<file path="src/pkg/crrr_cfg.svh">
/*
 Constants of the conversion result and reference count register bank:
 register offsets, field positions, reset values and timing counts.
 Assumes it is included by its bare name wherever these are needed.
*/
`ifndef CRRR_CFG_SVH
`define CRRR_CFG_SVH

`define CRRR_ADDR_W 7
`define CRRR_OFS_CH1_HIGH 7'h02
`define CRRR_OFS_CH1_LOW 7'h03
`define CRRR_OFS_CH2_HIGH 7'h04
`define CRRR_OFS_CH2_LOW 7'h05
`define CRRR_OFS_CH3_HIGH 7'h06
`define CRRR_OFS_CH3_LOW 7'h07
`define CRRR_OFS_CH0_COUNT 7'h08
`define CRRR_OFS_CH1_COUNT 7'h09

`define CRRR_BIT_UNDER 15
`define CRRR_BIT_OVER 14
`define CRRR_BIT_TIMEOUT 13
`define CRRR_BIT_AMPL 12
`define CRRR_HIGH_MSB 11

`define CRRR_COUNT_RESET 16'h0080
`define CRRR_RESULT_RESET 28'h0000000
`define CRRR_CLKS_PER_COUNT 16
`define CRRR_TIMER_W 20
`define CRRR_TIMER_RESET 20'h007ff

`endif

</file>
<file path="src/pkg/crrr_pkg.sv">
/*
 Types shared by the conversion result and reference count register bank.
 Assumes crrr_cfg.svh supplies the numeric constants.
*/
package crrr_pkg;
    typedef logic [15:0] crrr_word_t;
    typedef logic [27:0] crrr_result_t;
    typedef logic [3:0] crrr_flags_t;
    typedef logic [19:0] crrr_timer_t;
endpackage : crrr_pkg

</file>
<file path="src/logic/crrr_regs.sv">
/*
 Register bank holding channel 1 to 3 conversion results with error
 flags, and the channel 0 and 1 reference counts with their interval
 timers. Assumes the serial register port decodes a transfer into one
 cycle read and write strobes, and that the converter core delivers
 results on CLK_IN as a one cycle valid with its error events.
*/
`timescale 1ns/1ps
`include "crrr_cfg.svh"

module crrr_regs (
    input wire logic CLK_IN,
    input wire logic RST_IN,
    input wire logic [6:0] REG_ADDR_IN,
    input wire logic REG_WR_IN,
    input wire logic REG_RD_IN,
    input wire logic [15:0] REG_WDATA_IN,
    output logic [15:0] REG_RDATA_OUT,
    output logic REG_RVALID_OUT,
    input wire logic [2:0] RESULT_VALID_IN,
    input wire logic [83:0] RESULT_IN,
    input wire logic [2:0] UNDERRANGE_IN,
    input wire logic [2:0] OVERRANGE_IN,
    input wire logic [2:0] TIMEOUT_IN,
    input wire logic [2:0] AMPLITUDE_FAULT_IN,
    output logic [15:0] CH0_COUNT_OUT,
    output logic [15:0] CH1_COUNT_OUT,
    output logic CH0_CONV_DONE_OUT,
    output logic CH1_CONV_DONE_OUT
);

    // Count times 16 minus one, the reload value of an interval timer
    function automatic crrr_pkg::crrr_timer_t timer_load(
        input crrr_pkg::crrr_word_t count);
        timer_load = crrr_pkg::crrr_timer_t'({count, 4'h0} - 20'h00001);
    endfunction : timer_load

    // Index of the result channel a high or low word belongs to
    function automatic logic [1:0] chan_of(input logic [6:0] addr);
        chan_of = 2'(({1'b0, addr[6:1]} - 7'h01));
    endfunction : chan_of

    // Result word decodes, used by the capture and the read mux
    function automatic logic is_high_word(input logic [6:0] addr);
        is_high_word = (addr == `CRRR_OFS_CH1_HIGH) ||
                       (addr == `CRRR_OFS_CH2_HIGH) ||
                       (addr == `CRRR_OFS_CH3_HIGH);
    endfunction : is_high_word

    function automatic logic is_low_word(input logic [6:0] addr);
        is_low_word = (addr == `CRRR_OFS_CH1_LOW) ||
                      (addr == `CRRR_OFS_CH2_LOW) ||
                      (addr == `CRRR_OFS_CH3_LOW);
    endfunction : is_low_word

    // Folds one result's error events into a channel's sticky flags
    function automatic crrr_pkg::crrr_flags_t add_events(
        input crrr_pkg::crrr_flags_t held,
        input logic under,
        input logic over,
        input logic timeout,
        input logic ampl);
        add_events = held;
        if (under) begin
            add_events[`CRRR_BIT_UNDER - 12] = 1'b1;
        end
        if (over) begin
            add_events[`CRRR_BIT_OVER - 12] = 1'b1;
        end
        if (timeout) begin
            add_events[`CRRR_BIT_TIMEOUT - 12] = 1'b1;
        end
        if (ampl) begin
            add_events[`CRRR_BIT_AMPL - 12] = 1'b1;
        end
    endfunction : add_events

    crrr_pkg::crrr_result_t result [3];
    crrr_pkg::crrr_result_t next_result [3];
    crrr_pkg::crrr_flags_t flags [3];
    crrr_pkg::crrr_flags_t next_flags [3];
    crrr_pkg::crrr_word_t low_hold [3];
    crrr_pkg::crrr_word_t next_low_hold [3];
    crrr_pkg::crrr_word_t count0;
    crrr_pkg::crrr_word_t count1;
    crrr_pkg::crrr_word_t next_count0;
    crrr_pkg::crrr_word_t next_count1;
    crrr_pkg::crrr_timer_t timer0;
    crrr_pkg::crrr_timer_t timer1;
    crrr_pkg::crrr_timer_t next_timer0;
    crrr_pkg::crrr_timer_t next_timer1;
    crrr_pkg::crrr_word_t rdata;
    crrr_pkg::crrr_word_t next_rdata;
    logic rvalid;
    logic next_rvalid;
    logic done0;
    logic done1;
    logic next_done0;
    logic next_done1;
    logic is_high;
    logic is_low;
    logic [1:0] sel;

    assign is_high = is_high_word(REG_ADDR_IN);
    assign is_low = is_low_word(REG_ADDR_IN);
    assign sel = chan_of(REG_ADDR_IN);

    // Result channels
    always_comb begin
        for (int c = 0; c < 3; c++) begin
            next_result[c] = result[c];
            next_flags[c] = flags[c];
            next_low_hold[c] = low_hold[c];
            // Clear on read first so a same cycle event still lands
            if (REG_RD_IN && is_high && sel == 2'(c)) begin
                next_flags[c] = 4'h0;
                next_low_hold[c] = result[c][15:0];
            end
            if (RESULT_VALID_IN[c]) begin
                next_result[c] = RESULT_IN[c*28 +: 28];
                next_flags[c] = add_events(next_flags[c], UNDERRANGE_IN[c],
                    OVERRANGE_IN[c], TIMEOUT_IN[c], AMPLITUDE_FAULT_IN[c]);
            end
        end
    end

    always_ff @(posedge CLK_IN or posedge RST_IN) begin
        if (RST_IN) begin
            for (int c = 0; c < 3; c++) begin
                result[c] <= `CRRR_RESULT_RESET;
                flags[c] <= 4'h0;
                low_hold[c] <= 16'h0000;
            end
        end else begin
            for (int c = 0; c < 3; c++) begin
                result[c] <= next_result[c];
                flags[c] <= next_flags[c];
                low_hold[c] <= next_low_hold[c];
            end
        end
    end

    // Reference counts; results ignore writes entirely
    always_comb begin
        next_count0 = count0;
        next_count1 = count1;
        // Reserved values are stored as written; host keeps them out
        if (REG_WR_IN && REG_ADDR_IN == `CRRR_OFS_CH0_COUNT) begin
            next_count0 = REG_WDATA_IN;
        end
        if (REG_WR_IN && REG_ADDR_IN == `CRRR_OFS_CH1_COUNT) begin
            next_count1 = REG_WDATA_IN;
        end
    end

    always_ff @(posedge CLK_IN or posedge RST_IN) begin
        if (RST_IN) begin
            count0 <= `CRRR_COUNT_RESET;
            count1 <= `CRRR_COUNT_RESET;
        end else begin
            count0 <= next_count0;
            count1 <= next_count1;
        end
    end

    // Interval timers; a new count applies from the next interval
    always_comb begin
        next_done0 = (timer0 == 20'h00000);
        next_done1 = (timer1 == 20'h00000);
        next_timer0 = next_done0 ? timer_load(count0) : timer0 - 20'h00001;
        next_timer1 = next_done1 ? timer_load(count1) : timer1 - 20'h00001;
    end

    always_ff @(posedge CLK_IN or posedge RST_IN) begin
        if (RST_IN) begin
            timer0 <= `CRRR_TIMER_RESET;
            timer1 <= `CRRR_TIMER_RESET;
            done0 <= 1'b0;
            done1 <= 1'b0;
        end else begin
            timer0 <= next_timer0;
            timer1 <= next_timer1;
            done0 <= next_done0;
            done1 <= next_done1;
        end
    end

    // Read path, answered one cycle after the strobe
    always_comb begin
        next_rvalid = REG_RD_IN;
        next_rdata = rdata;
        if (REG_RD_IN) begin
            next_rdata = 16'h0000;
            if (is_high) begin
                next_rdata = {flags[sel],
                    result[sel][27:16]};
            end else if (is_low) begin
                // Held half keeps both words from one conversion
                next_rdata = low_hold[sel];
            end else if (REG_ADDR_IN == `CRRR_OFS_CH0_COUNT) begin
                next_rdata = count0;
            end else if (REG_ADDR_IN == `CRRR_OFS_CH1_COUNT) begin
                next_rdata = count1;
            end
        end
    end

    always_ff @(posedge CLK_IN or posedge RST_IN) begin
        if (RST_IN) begin
            rdata <= 16'h0000;
            rvalid <= 1'b0;
        end else begin
            rdata <= next_rdata;
            rvalid <= next_rvalid;
        end
    end

    assign REG_RDATA_OUT = rdata;
    assign REG_RVALID_OUT = rvalid;
    assign CH0_COUNT_OUT = count0;
    assign CH1_COUNT_OUT = count1;
    assign CH0_CONV_DONE_OUT = done0;
    assign CH1_CONV_DONE_OUT = done1;

endmodule : crrr_regs

</file>
<file path="config.mk">
export PLATFORM = sky130hd
export DESIGN_NAME = crrr_regs
export DESIGN_NICKNAME = d
export VERILOG_FILES = /design/src/pkg/crrr_pkg.sv /design/src/logic/crrr_regs.sv
export VERILOG_INCLUDE_DIRS = /design/src /design/src/pkg
export SDC_FILE = /design/constraint.sdc
export NUM_CORES = 1
export LEC_CHECK = 0
export ABC_CLOCK_PERIOD_IN_PS = 10200
export BUFFER_PORTS_ARGS = -buffer_cell sky130_fd_sc_hd__buf_2
export CORE_ASPECT_RATIO = 1.1
export CORE_MARGIN = 2
export CORE_UTILIZATION = 40
export DETAILED_ROUTE_END_ITERATION = 8
export GPL_ROUTABILITY_DRIVEN = 0
export GPL_TIMING_DRIVEN = 0
export PLACE_DENSITY_LB_ADDON = 0.05
export SYNTH_ARGS = -nofsm -noshare
export SYNTH_HDL_FRONTEND = slang
export SYNTH_SLANG_ARGS = --single-unit
</file>
<file path="constraint.sdc">
create_clock -name CLK_IN -period 10.2 [get_ports CLK_IN]
set_clock_uncertainty 0.05 [all_clocks]
set_input_delay 0.51 -clock CLK_IN [delete_from_list [all_inputs] [get_ports CLK_IN]]
set_output_delay 0.51 -clock CLK_IN [all_outputs]
set_load 0.1 [all_outputs]
</file>
==> out/metrics.csv, run 1 <==
metric,value,unit
Max VDD drop,0.108,mV
CTS resizes,0,
period utilization,43.9,%
Worst EP required,10560,ps
WP data arrival,4830,ps
Initial Utilization,40.5,%
Final HPWL DP,21900,um
Area contributors post-synth,"dfrtp_1 49%, mux2_2 18%, dfstp_2 5.8%",
"EDFF count, synth",0,
Finished Layout Cells,1439,
final setup violation count,0,
setup TNS,0,ps
Max Cap Violations,0,
via-per-instance ratio,5.21,
Die H,177,um
Synthesis Warnings,0,
CP startpoint kind,input pin,
hold slack,137,ps
Async SR Flop Fraction,100,%
area delta synth->final,20.9,%
post-place setup slack,5140,ps
Routed WL,29800,um
logic gate share of total power,16.1,%
TritonCTS sink count,235,
crit path time final,4470,ps
Synth area leader,dfrtp_1,
I/O Buffers,172,
r2r endpoint,timer1[18],
Gate Count Post-Synth,858,
Total GRT Usage,21.2,%
Worst R2R Start,CH1_COUNT_OUT[0],
vias in the first global route,7751,
"Seq/Total Area, Yosys",54.4,%
Levels on crit path,12,
global-route wire length before repair,46000,um
relative slew slack,41.4,%
hold crit path type,in2reg,
sw power,0.686,mW
die area,28500,sq um
initial antenna violation count,2,
final max-slew violation count,0,
Crit Path Class,in2reg,
area share of the largest cell type after synthesis,48.6,%
CP max stage delay,650,ps
switching part of the total,28.4,%
status,completed,
Clock Power Share,40.3,%
WP buf/inv,7,
worst slew pin tran,871,ps
clock root buffer master,clkbuf_16,
Int Pwr,1.73,mW
dpl cells,1389,
drt first pass iters,4,
Critical Path End,REG_RDATA_OUT[7],
TritonCTS buffer count,27,
Unique masters post-synth,52,
top-level I/O count,177,
reg2reg setup slack,7490,ps
"Reg clk slew, reported paths",60,ps
leakage power,5.98,nW
Die W,161,um
Cell Pwr Density,184,nW/um^2
r2r worst-path depth,7,
CTS tree,done,
clk_lat worst skew,530,ps
wire per inst,20.7,um
top_reg_cell synth,dfrtp_1,
Syn Std Cell Area,10900,sq um
Core Area,26800,sq um
largest net degree at the start of global routing,124,
Via Count,7504,
final hold vios,0,
# DRC,0,
Post-Syn Nets,993,
total gr overflow,0,
RSZ-0062 raised after global routing,false,
average size of a mapped cell,12.7,sq um
drt first-iter violations,372,
htree depth,1,
Synth Register Bits,235,
Max clock buf depth,3,
cell family with most CP delay,buffers and inverters,
ANT nets after route,0,
Critical-path top delay cell,clkbuf_1,
Flop pwr share,43.6,%
Final WS setup,5730,ps
layout cell share with drive strength beyond 1,40.6,%
CP cell instances,buf_2 > clkbuf_1 > clkbuf_1 > clkbuf_1 > inv_1 > ha_1 > clkbuf_1 > buf_1 > mux2_2 > a221oi_1 > nor3_1 > o22a_1,
Max Freq,224,MHz
nets@finish,1197,
standard-cell rows,63,
Worst Path Max Fanout,10,
Worst Setup End Kind,flip-flop,
"most used cell, CP",clkbuf_1,
Critical Path Start,REG_ADDR_IN[1],
# fillers,2496,
final cells by class:
cell class                      instances  area, sq um  share of cell area (%)
Sequential cell                       235         5910                    45.0
Clock buffer                           37          753                    5.73
Multi-Input combinational cell        558         4710                    35.8
Clock inverter                         10          133                    1.01
Timing Repair Buffer                  175          926                    7.05
Inverter                               18         75.1                   0.571
Antenna cell                            2         5.00                  0.0381
Buffer                                 47          183                    1.39
Tap cell                              357          447                    3.40
through the flow:
stage	power, mW	utilization (%)	area [sq um]
after floorplan	1.34	-	10900
after global placement	1.46	45.4	12200
after detailed placement	1.46	45.7	12200
after CTS	2.44	49.0	13100
after global routing	2.51	49.0	13100
final	2.41	49.0	13100
per-layer routing:
metal  GRT usage, %  vias up  part of all wire [%]
li1               -     3547                     -
met1           28.4     3728                    44
met2           35.8      190                    48
met3           3.12       39                   4.9
met4           6.47        0                   2.7
met5              0        -                     0
registers in the layout, summed over array words and instances, names as in the netlist:
name / cells
CH1_CONV_DONE_OUT: 1
timer0: 20
CH1_COUNT_OUT: 16
flags: 12
low_hold: 48
timer1: 20
REG_RVALID_OUT: 1
result: 84
CH0_COUNT_OUT: 16
CH0_CONV_DONE_OUT: 1
REG_RDATA_OUT: 16
Yosys cell counts, types with 15 or more instances:
library cell	instances
xor2_1	15
xnor2_1	33
nor2_1	46
dfstp_2	24
dfrtp_1	211
a21oi_1	37
nor4_1	20
nand2_1	25
mux2_2	177
inv_1	17
mux2i_1	33
nor3_1	23
clkbuf_1	33
what timing repair did:
| action | in CTS | in global routing |
|---|---|---|
| endpoints found under the hold margin | 7 | 0 |
| hold buffers | 1 | 0 |
| setup buffers | 0 | 0 |
power groups by stage:
stage | clock network [mW] | registers (mW) | logic [mW]
4_1_cts | 0.997 | 1.05 | 0.394
3_5_place_dp | 0 | 1.07 | 0.393
2_1_floorplan | 0 | 1.16 | 0.187
6_report | 0.973 | 1.05 | 0.388
3_3_place_gp | 0 | 1.07 | 0.387
5_1_grt | 1.03 | 1.06 | 0.420
cell families after synthesis:
family / count (synthesis) / synth area share, %
fa+ha+maj: 9 / 1.04
flops: 235 / 54.4
buf+inv: 65 / 2.30
mux: 218 / 23.0
compound gates: 114 / 7.01
simple gates: 169 / 8.35
xor+xnor: 48 / 3.87
worst reg2reg max path, delay by kind of cell (launching register included):
kind | cells | cell delay (ps)
buf+inv | 1 | 90
flops | 1 | 470
xor+xnor | 1 | 190
fa+ha+maj | 1 | 200
mux | 1 | 130
simple gates | 3 | 1500
worst min path at each step:
| stage | start | to | slack [ps] | depth (start not counted) |
|---|---|---|---|---|
| 6_report | REG_RD_IN | REG_RVALID_OUT | 140 | 1 |
| 5_1_grt | REG_RD_IN | REG_RVALID_OUT | 120 | 1 |
| 4_1_cts | REG_RD_IN | REG_RVALID_OUT | 110 | 1 |
| 3_5_place_dp | RST_IN | CH0_COUNT_OUT[6] | 400 | 2 |
| 3_3_place_gp | timer0[0] | timer0[0] | 400 | 1 |
| 2_1_floorplan | timer0[0] | timer0[0] | 380 | 1 |
layout by cell type, fill, tap and decap left out, types with 16 or more instances in the layout:
| cell type | netlist | final |
|---|---|---|
| nor3_1 | 23 | 23 |
| buf_2 | 5 | 177 |
| inv_1 | 17 | 16 |
| mux2i_1 | 33 | 33 |
| nand2_1 | 25 | 25 |
| clkbuf_1 | 33 | 39 |
| mux2_2 | 177 | 177 |
| clkbuf_16 | 0 | 27 |
| a21oi_1 | 37 | 37 |
| nor4_1 | 20 | 20 |
| dfstp_2 | 24 | 24 |
| dfrtp_1 | 211 | 211 |
| xnor2_1 | 33 | 33 |
| nor2_1 | 46 | 46 |
Power figures use the tool's default switching activity.
==> run 2: changes to the inputs <==
--- a/config.mk
+++ b/config.mk
@@ -6,7 +6,7 @@
 export SDC_FILE = /design/constraint.sdc
 export NUM_CORES = 1
 export LEC_CHECK = 0
-export ABC_CLOCK_PERIOD_IN_PS = 10200
+export ABC_CLOCK_PERIOD_IN_PS = 4490
 export BUFFER_PORTS_ARGS = -buffer_cell sky130_fd_sc_hd__buf_2
 export CORE_ASPECT_RATIO = 1.1
 export CORE_MARGIN = 2
==> constraint.sdc (replaced) <==
create_clock -name CLK_IN -period 4.49 [get_ports CLK_IN]
set_clock_uncertainty 0.05 [all_clocks]
set_input_delay 0.2245 -clock CLK_IN [delete_from_list [all_inputs] [get_ports CLK_IN]]
set_output_delay 0.2245 -clock CLK_IN [all_outputs]
set_load 0.1 [all_outputs]
==> run 2 against run 1 <==
- hold slack got worse by 93 ps
- setup slack got worse by 5200 ps
- routed wire length rose by 6.3%
- power rose by 130%
- utilization rose by 4.6 points
- register-to-register slack got worse by 5700 ps
- critical path type unchanged
- critical endpoint is now REG_RDATA_OUT[11]
==> out/metrics.csv, run 2 (synthesis results as in run 1) <==
metric,value,unit
dpl cells,1394,
Max Freq,254,MHz
CP startpoint kind,input pin,
switching part of the total,28.3,%
leakage power,6.50,nW
area delta synth->final,32.1,%
sw power,1.58,mW
setup TNS,0,ps
Final Core Density,53.6,%
largest net degree at the start of global routing,41,
vias in the first global route,8281,
relative slew slack,41.2,%
standard-cell rows,63,
Max Cap Violations,0,
htree depth,1,
via-per-instance ratio,5.13,
hold crit path type,in2reg,
TritonCTS sink count,235,
Critical-path top delay cell,buf_1,
Worst R2R Start,CH1_COUNT_OUT[0],
Final HPWL DP,22500,um
global-route wire length before repair,48400,um
final hold vios,0,
Core Area,26800,sq um
hold slack,44.1,ps
Total GRT Usage,22.3,%
die area,28500,sq um
register bank with the most flops,result,
WP buf/inv,7,
final max-slew violation count,0,
Die W,161,um
reg2reg setup slack,1830,ps
Cell Pwr Density,389,nW/um^2
design area,14400,sq um
nets@finish,1315,
r2r endpoint,timer1[18],
WP data arrival,4310,ps
drt first-iter violations,407,
Flop pwr share,42.8,%
# fillers,2386,
top-level I/O count,177,
Routed WL,31700,um
Worst EP required,4860,ps
logic gate share of total power,17.5,%
final setup violation count,0,
CP cell instances,buf_2 > clkbuf_1 > clkbuf_2 > clkbuf_1 > inv_1 > ha_1 > clkbuf_1 > buf_1 > mux2_2 > a221oi_1 > nor3_1 > o22a_1,
Max clock buf depth,3,
FF+latch area,5910,sq um
Die H,177,um
"Reg clk slew, reported paths",60,ps
cell family with most CP delay,buffers and inverters,
initial antenna violation count,1,
CP max stage delay,610,ps
I/O Buffers,172,
most frequent cells in the layout,"211 x dfrtp_1, 177 x mux2_2, 177 x buf_2, 114 x dlygate4sd3_1, 46 x nor2_1",
clk_lat worst skew,540,ps
Worst Path Max Fanout,10,
drt first pass iters,5,
Via Count,7995,
period utilization,87.7,%
status,completed,
Top Registers,"result: 84 flops, low_hold: 48 flops",
TritonCTS buffer count,27,
crit path time final,3940,ps
r2r worst-path depth,7,
layout cell share with drive strength beyond 1,36.9,%
Worst Setup End Kind,flip-flop,
Hold EP,result[82],
# DRC,0,
Initial Utilization,40.5,%
"most used cell, CP",clkbuf_1,
Crit Path Class,in2reg,
"most common cell after layout, fill and taps aside",dfrtp_1,
Int Pwr,4.01,mW
CTS tree,done,
clock root buffer master,clkbuf_16,
Finished Layout Cells,1557,
max FFs per register,84,
WHS Path Cells,2,
Max VDD drop,0.267,mV
Clock Power Share,39.7,%
total gr overflow,0,
ANT nets after route,0,
Post-DP Area,12300,sq um
wire per inst,20.3,um
RSZ-0062 raised after global routing,false,
footprint of the multi-input gates,4710,sq um
worst hold start,RESULT_VALID_IN[0],
Post-CTS Setup Bufs,0,
worst slew pin tran,882,ps
run 2: cell types whose count changed in the layout (fill, tap and decap cells not counted), sizes merged:
cell         previous run  this run
bufinv                  3         2
clkbuf                 70        76
diode                   2         1
clkinvlp                3         2
dlygate4sd3             1       114
clkinv                  5         2
buf                   188       193
run 2: worst max path at each step:
stage / to / cells past startpoint / slack, ps / startpoint
CTS: REG_RDATA_OUT[1] / 12 / 270 / REG_ADDR_IN[1]
floorplan: REG_RDATA_OUT[11] / 11 / 1130 / REG_ADDR_IN[1]
global placement: result[69] / 2 / -540 / RST_IN
detailed placement: REG_RDATA_OUT[1] / 12 / -290 / REG_ADDR_IN[1]
finish: REG_RDATA_OUT[11] / 12 / 550 / REG_ADDR_IN[1]
global route: REG_RDATA_OUT[1] / 12 / 230 / REG_ADDR_IN[1]
run 2: final cells by class:
class | count | area share (%)
multi-input combinational | 558 | 32.8
sequential | 235 | 41.2
clock inverter | 5 | 0.566
inverter | 18 | 0.497
buffer | 47 | 1.28
clock buffer | 43 | 5.68
timing repair buffer | 293 | 14.9
antenna | 1 | 0.0174
tap | 357 | 3.11
run 2: routing by layer:
metal | GRT usage (%) | part of all wire, % | vias up
met1 | 29.6 | 44 | 3996
li1 | - | - | 3786
met4 | 4.39 | 1.5 | 0
met5 | 0 | 0 | -
met3 | 3.14 | 4.0 | 38
met2 | 39.3 | 50 | 175
run 2: repair_timing:
item                       4_1_cts  5_1_grt
hold endpoints to repair       148        0
resized for setup                0        3
hold buffers                   114        0
setup endpoints to repair        0        3
run 2: per-stage QoR:
stage               power, mW  setup slack (ps)
global placement         3.32              -545
global route             5.83               231
finish                   5.59               554
CTS                      5.66               268
detailed placement       3.34              -292
floorplan                3.05              1130
run 2: power by group through the flow:
stage	sequential (mW)	clock (mW)	combinational (mW)
after floorplan	2.63	0	0.425
after global placement	2.43	0	0.888
after detailed placement	2.43	0	0.909
after CTS	2.39	2.28	0.986
after global routing	2.41	2.37	1.05
final	2.39	2.22	0.977
==> run 3: changes to the inputs <==
--- a/config.mk
+++ b/config.mk
@@ -6,7 +6,7 @@
 export SDC_FILE = /design/constraint.sdc
 export NUM_CORES = 1
 export LEC_CHECK = 0
-export ABC_CLOCK_PERIOD_IN_PS = 4490
+export ABC_CLOCK_PERIOD_IN_PS = 3200
 export BUFFER_PORTS_ARGS = -buffer_cell sky130_fd_sc_hd__buf_2
 export CORE_ASPECT_RATIO = 1.1
 export CORE_MARGIN = 2
==> constraint.sdc (replaced) <==
create_clock -name CLK_IN -period 3.2 [get_ports CLK_IN]
set_clock_uncertainty 0.05 [all_clocks]
set_input_delay 0.16 -clock CLK_IN [delete_from_list [all_inputs] [get_ports CLK_IN]]
set_output_delay 0.16 -clock CLK_IN [all_outputs]
set_load 0.1 [all_outputs]
==> run 3 against run 2 <==
- count of clock-buffer cells in the layout is 4 lower
- setup slack worse by 290 ps
- utilization shrank 0.34 points
- combinational power rose by 40%
- register-to-register slack got worse by 1300 ps
- final cell count shrank 0.26%
==> out/metrics.csv, run 3 (synthesis results as in run 1) <==
metric,value,unit
most frequent cells in the layout,"211 x dfrtp_1, 178 x buf_2, 177 x mux2_2, 118 x dlygate4sd3_1, 45 x nor2_1",
standard-cell rows,63,
nets@finish,1315,
period utilization,91.7,%
wire per inst,19.9,um
final setup violation count,0,
largest net degree at the start of global routing,40,
global-route wire length before repair,48100,um
CP startpoint kind,input pin,
initial antenna violation count,0,
r2r worst-path depth,7,
Int Pwr,5.40,mW
Initial Utilization,40.5,%
htree depth,1,
final hold vios,0,
clock root buffer master,clkbuf_16,
TritonCTS sink count,235,
leakage power,6.46,nW
dpl cells,1393,
layout cell share with drive strength beyond 1,36.7,%
Flop pwr share,44.3,%
# fillers,2384,
logic gate share of total power,18.1,%
worst hold start,RESULT_VALID_IN[2],
max FFs per register,84,
Post-CTS Setup Bufs,0,
ANT nets after route,0,
Hold EP,result[27],
worst slew pin tran,933,ps
Via Count,8052,
Finished Layout Cells,1553,
WHS Path Cells,2,
Total Power,7.57,mW
hold crit path type,in2reg,
Worst EP required,3560,ps
Max clock buf depth,3,
Clock Power Share,37.6,%
M1 GR Usage,29.6,%
die area,28500,sq um
Die W,161,um
met3 usage,3.44,%
relative slew slack,37.8,%
crit path time final,2930,ps
Die H,177,um
footprint of the multi-input gates,4710,sq um
status,completed,
Critical Path Start,REG_ADDR_IN[1],
I/O Buffers,172,
Worst Path Max Fanout,10,
drt first pass iters,7,
via-per-instance ratio,5.18,
# DRC,0,
vias in the first global route,8200,
total gr overflow,0,
grt met2 use,37.5,%
"most common cell after layout, fill and taps aside",dfrtp_1,
diode count,0,
Max Freq,341,MHz
drt first-iter violations,490,
Top Registers,"result: 84 flops, low_hold: 48 flops",
TritonCTS buffer count,26,
top-level I/O count,177,
setup TNS,0,ps
Crit Path Class,in2reg,
RSZ-0062 raised after global routing,false,
Cell Pwr Density,531,nW/um^2
Top Usage Layer GRT,met2,
WP data arrival,3300,ps
"Reg clk slew, reported paths",60,ps
post-place setup slack,-1190,ps
CTS tree,done,
sw power,2.18,mW
Worst R2R Start,CH1_COUNT_OUT[0],
Max Cap Violations,0,
final max-slew violation count,0,
Max VDD drop,0.341,mV
clk_lat worst skew,530,ps
switching part of the total,28.7,%
area delta synth->final,31.3,%
Core Area,26800,sq um
Total GRT Usage,22.1,%
Worst Setup End Kind,flip-flop,
hold slack,27.2,ps
FF+latch area,5910,sq um
reg2reg setup slack,560,ps
register bank with the most flops,result,
Routed WL,31000,um
Final HPWL DP,22400,um
r2r endpoint,timer1[18],
Final WS setup,266,ps
[run 3: cell count changes in the layout (fill, tap and decap cells not counted), sizes merged]
cell	change
diode	-1
dlygate4sd3	+4
bufinv	-1
inv	-1
clkinv	+3
clkinvlp	-1
buf	-1
clkbuf	-6
[run 3: metrics by stage]
stage / utilization [%] / cell area, sq um
after floorplan: - / 10900
after global placement: 45.4 / 12200
after detailed placement: 45.9 / 12300
after CTS: 53.2 / 14300
after global routing: 53.2 / 14300
final: 53.2 / 14300
[run 3: repair_timing]
action	in CTS	in global routing
hold buffers	118	0
hold endpoints to repair	144	0
pin swaps	0	0
resized for setup	1	3
setup endpoints to repair	16	4
[run 3: cell type report]
class | instances | share of cell area (%)
flip-flops and latches | 235 | 41.4
multi-input cells | 558 | 33.0
repair buffers | 296 | 15.2
clock buffers | 39 | 5.19
well taps | 357 | 3.13
plain buffers | 45 | 1.25
inverters | 18 | 0.500
clock inverters | 5 | 0.351
[run 3: metal layers]
metal | part of all wire (%) | wire length, um | vias up
li1 | - | - | 3774
met1 | 44 | 13500 | 4016
met2 | 49 | 15200 | 212
met3 | 4.6 | 1420 | 50
met4 | 2.7 | 836 | 0
met5 | 0 | 0 | -
[run 3: critical path, stage by stage]
cell,delay (ps)
buf_2,270
clkbuf_2,390
clkbuf_2,320
inv_1,120
ha_1,570
buf_2,370
mux2_2,400
a221oi_1,330
nor3_1,140
o22a_1,210
[run 3: worst max-delay path by stage]
| stage | endpoint | slack (ps) | cells after the start |
|---|---|---|---|
| 2_1_floorplan | CH0_CONV_DONE_OUT | -70 | 1 |
| 3_3_place_gp | result[58] | -1780 | 2 |
| 3_5_place_dp | REG_RDATA_OUT[7] | -1190 | 12 |
| 4_1_cts | REG_RDATA_OUT[7] | 170 | 10 |
| 5_1_grt | REG_RDATA_OUT[12] | 90 | 10 |
| 6_report | REG_RDATA_OUT[7] | 270 | 10 |
[run 3: power groups by stage]
stage,Combinational [mW],Sequential [mW],Clock (mW)
6_report,1.37,3.36,2.85
5_1_grt,1.47,3.38,3.05
4_1_cts,1.39,3.36,2.93
3_5_place_dp,1.27,3.41,0
3_3_place_gp,1.25,3.41,0
2_1_floorplan,0.596,3.68,0
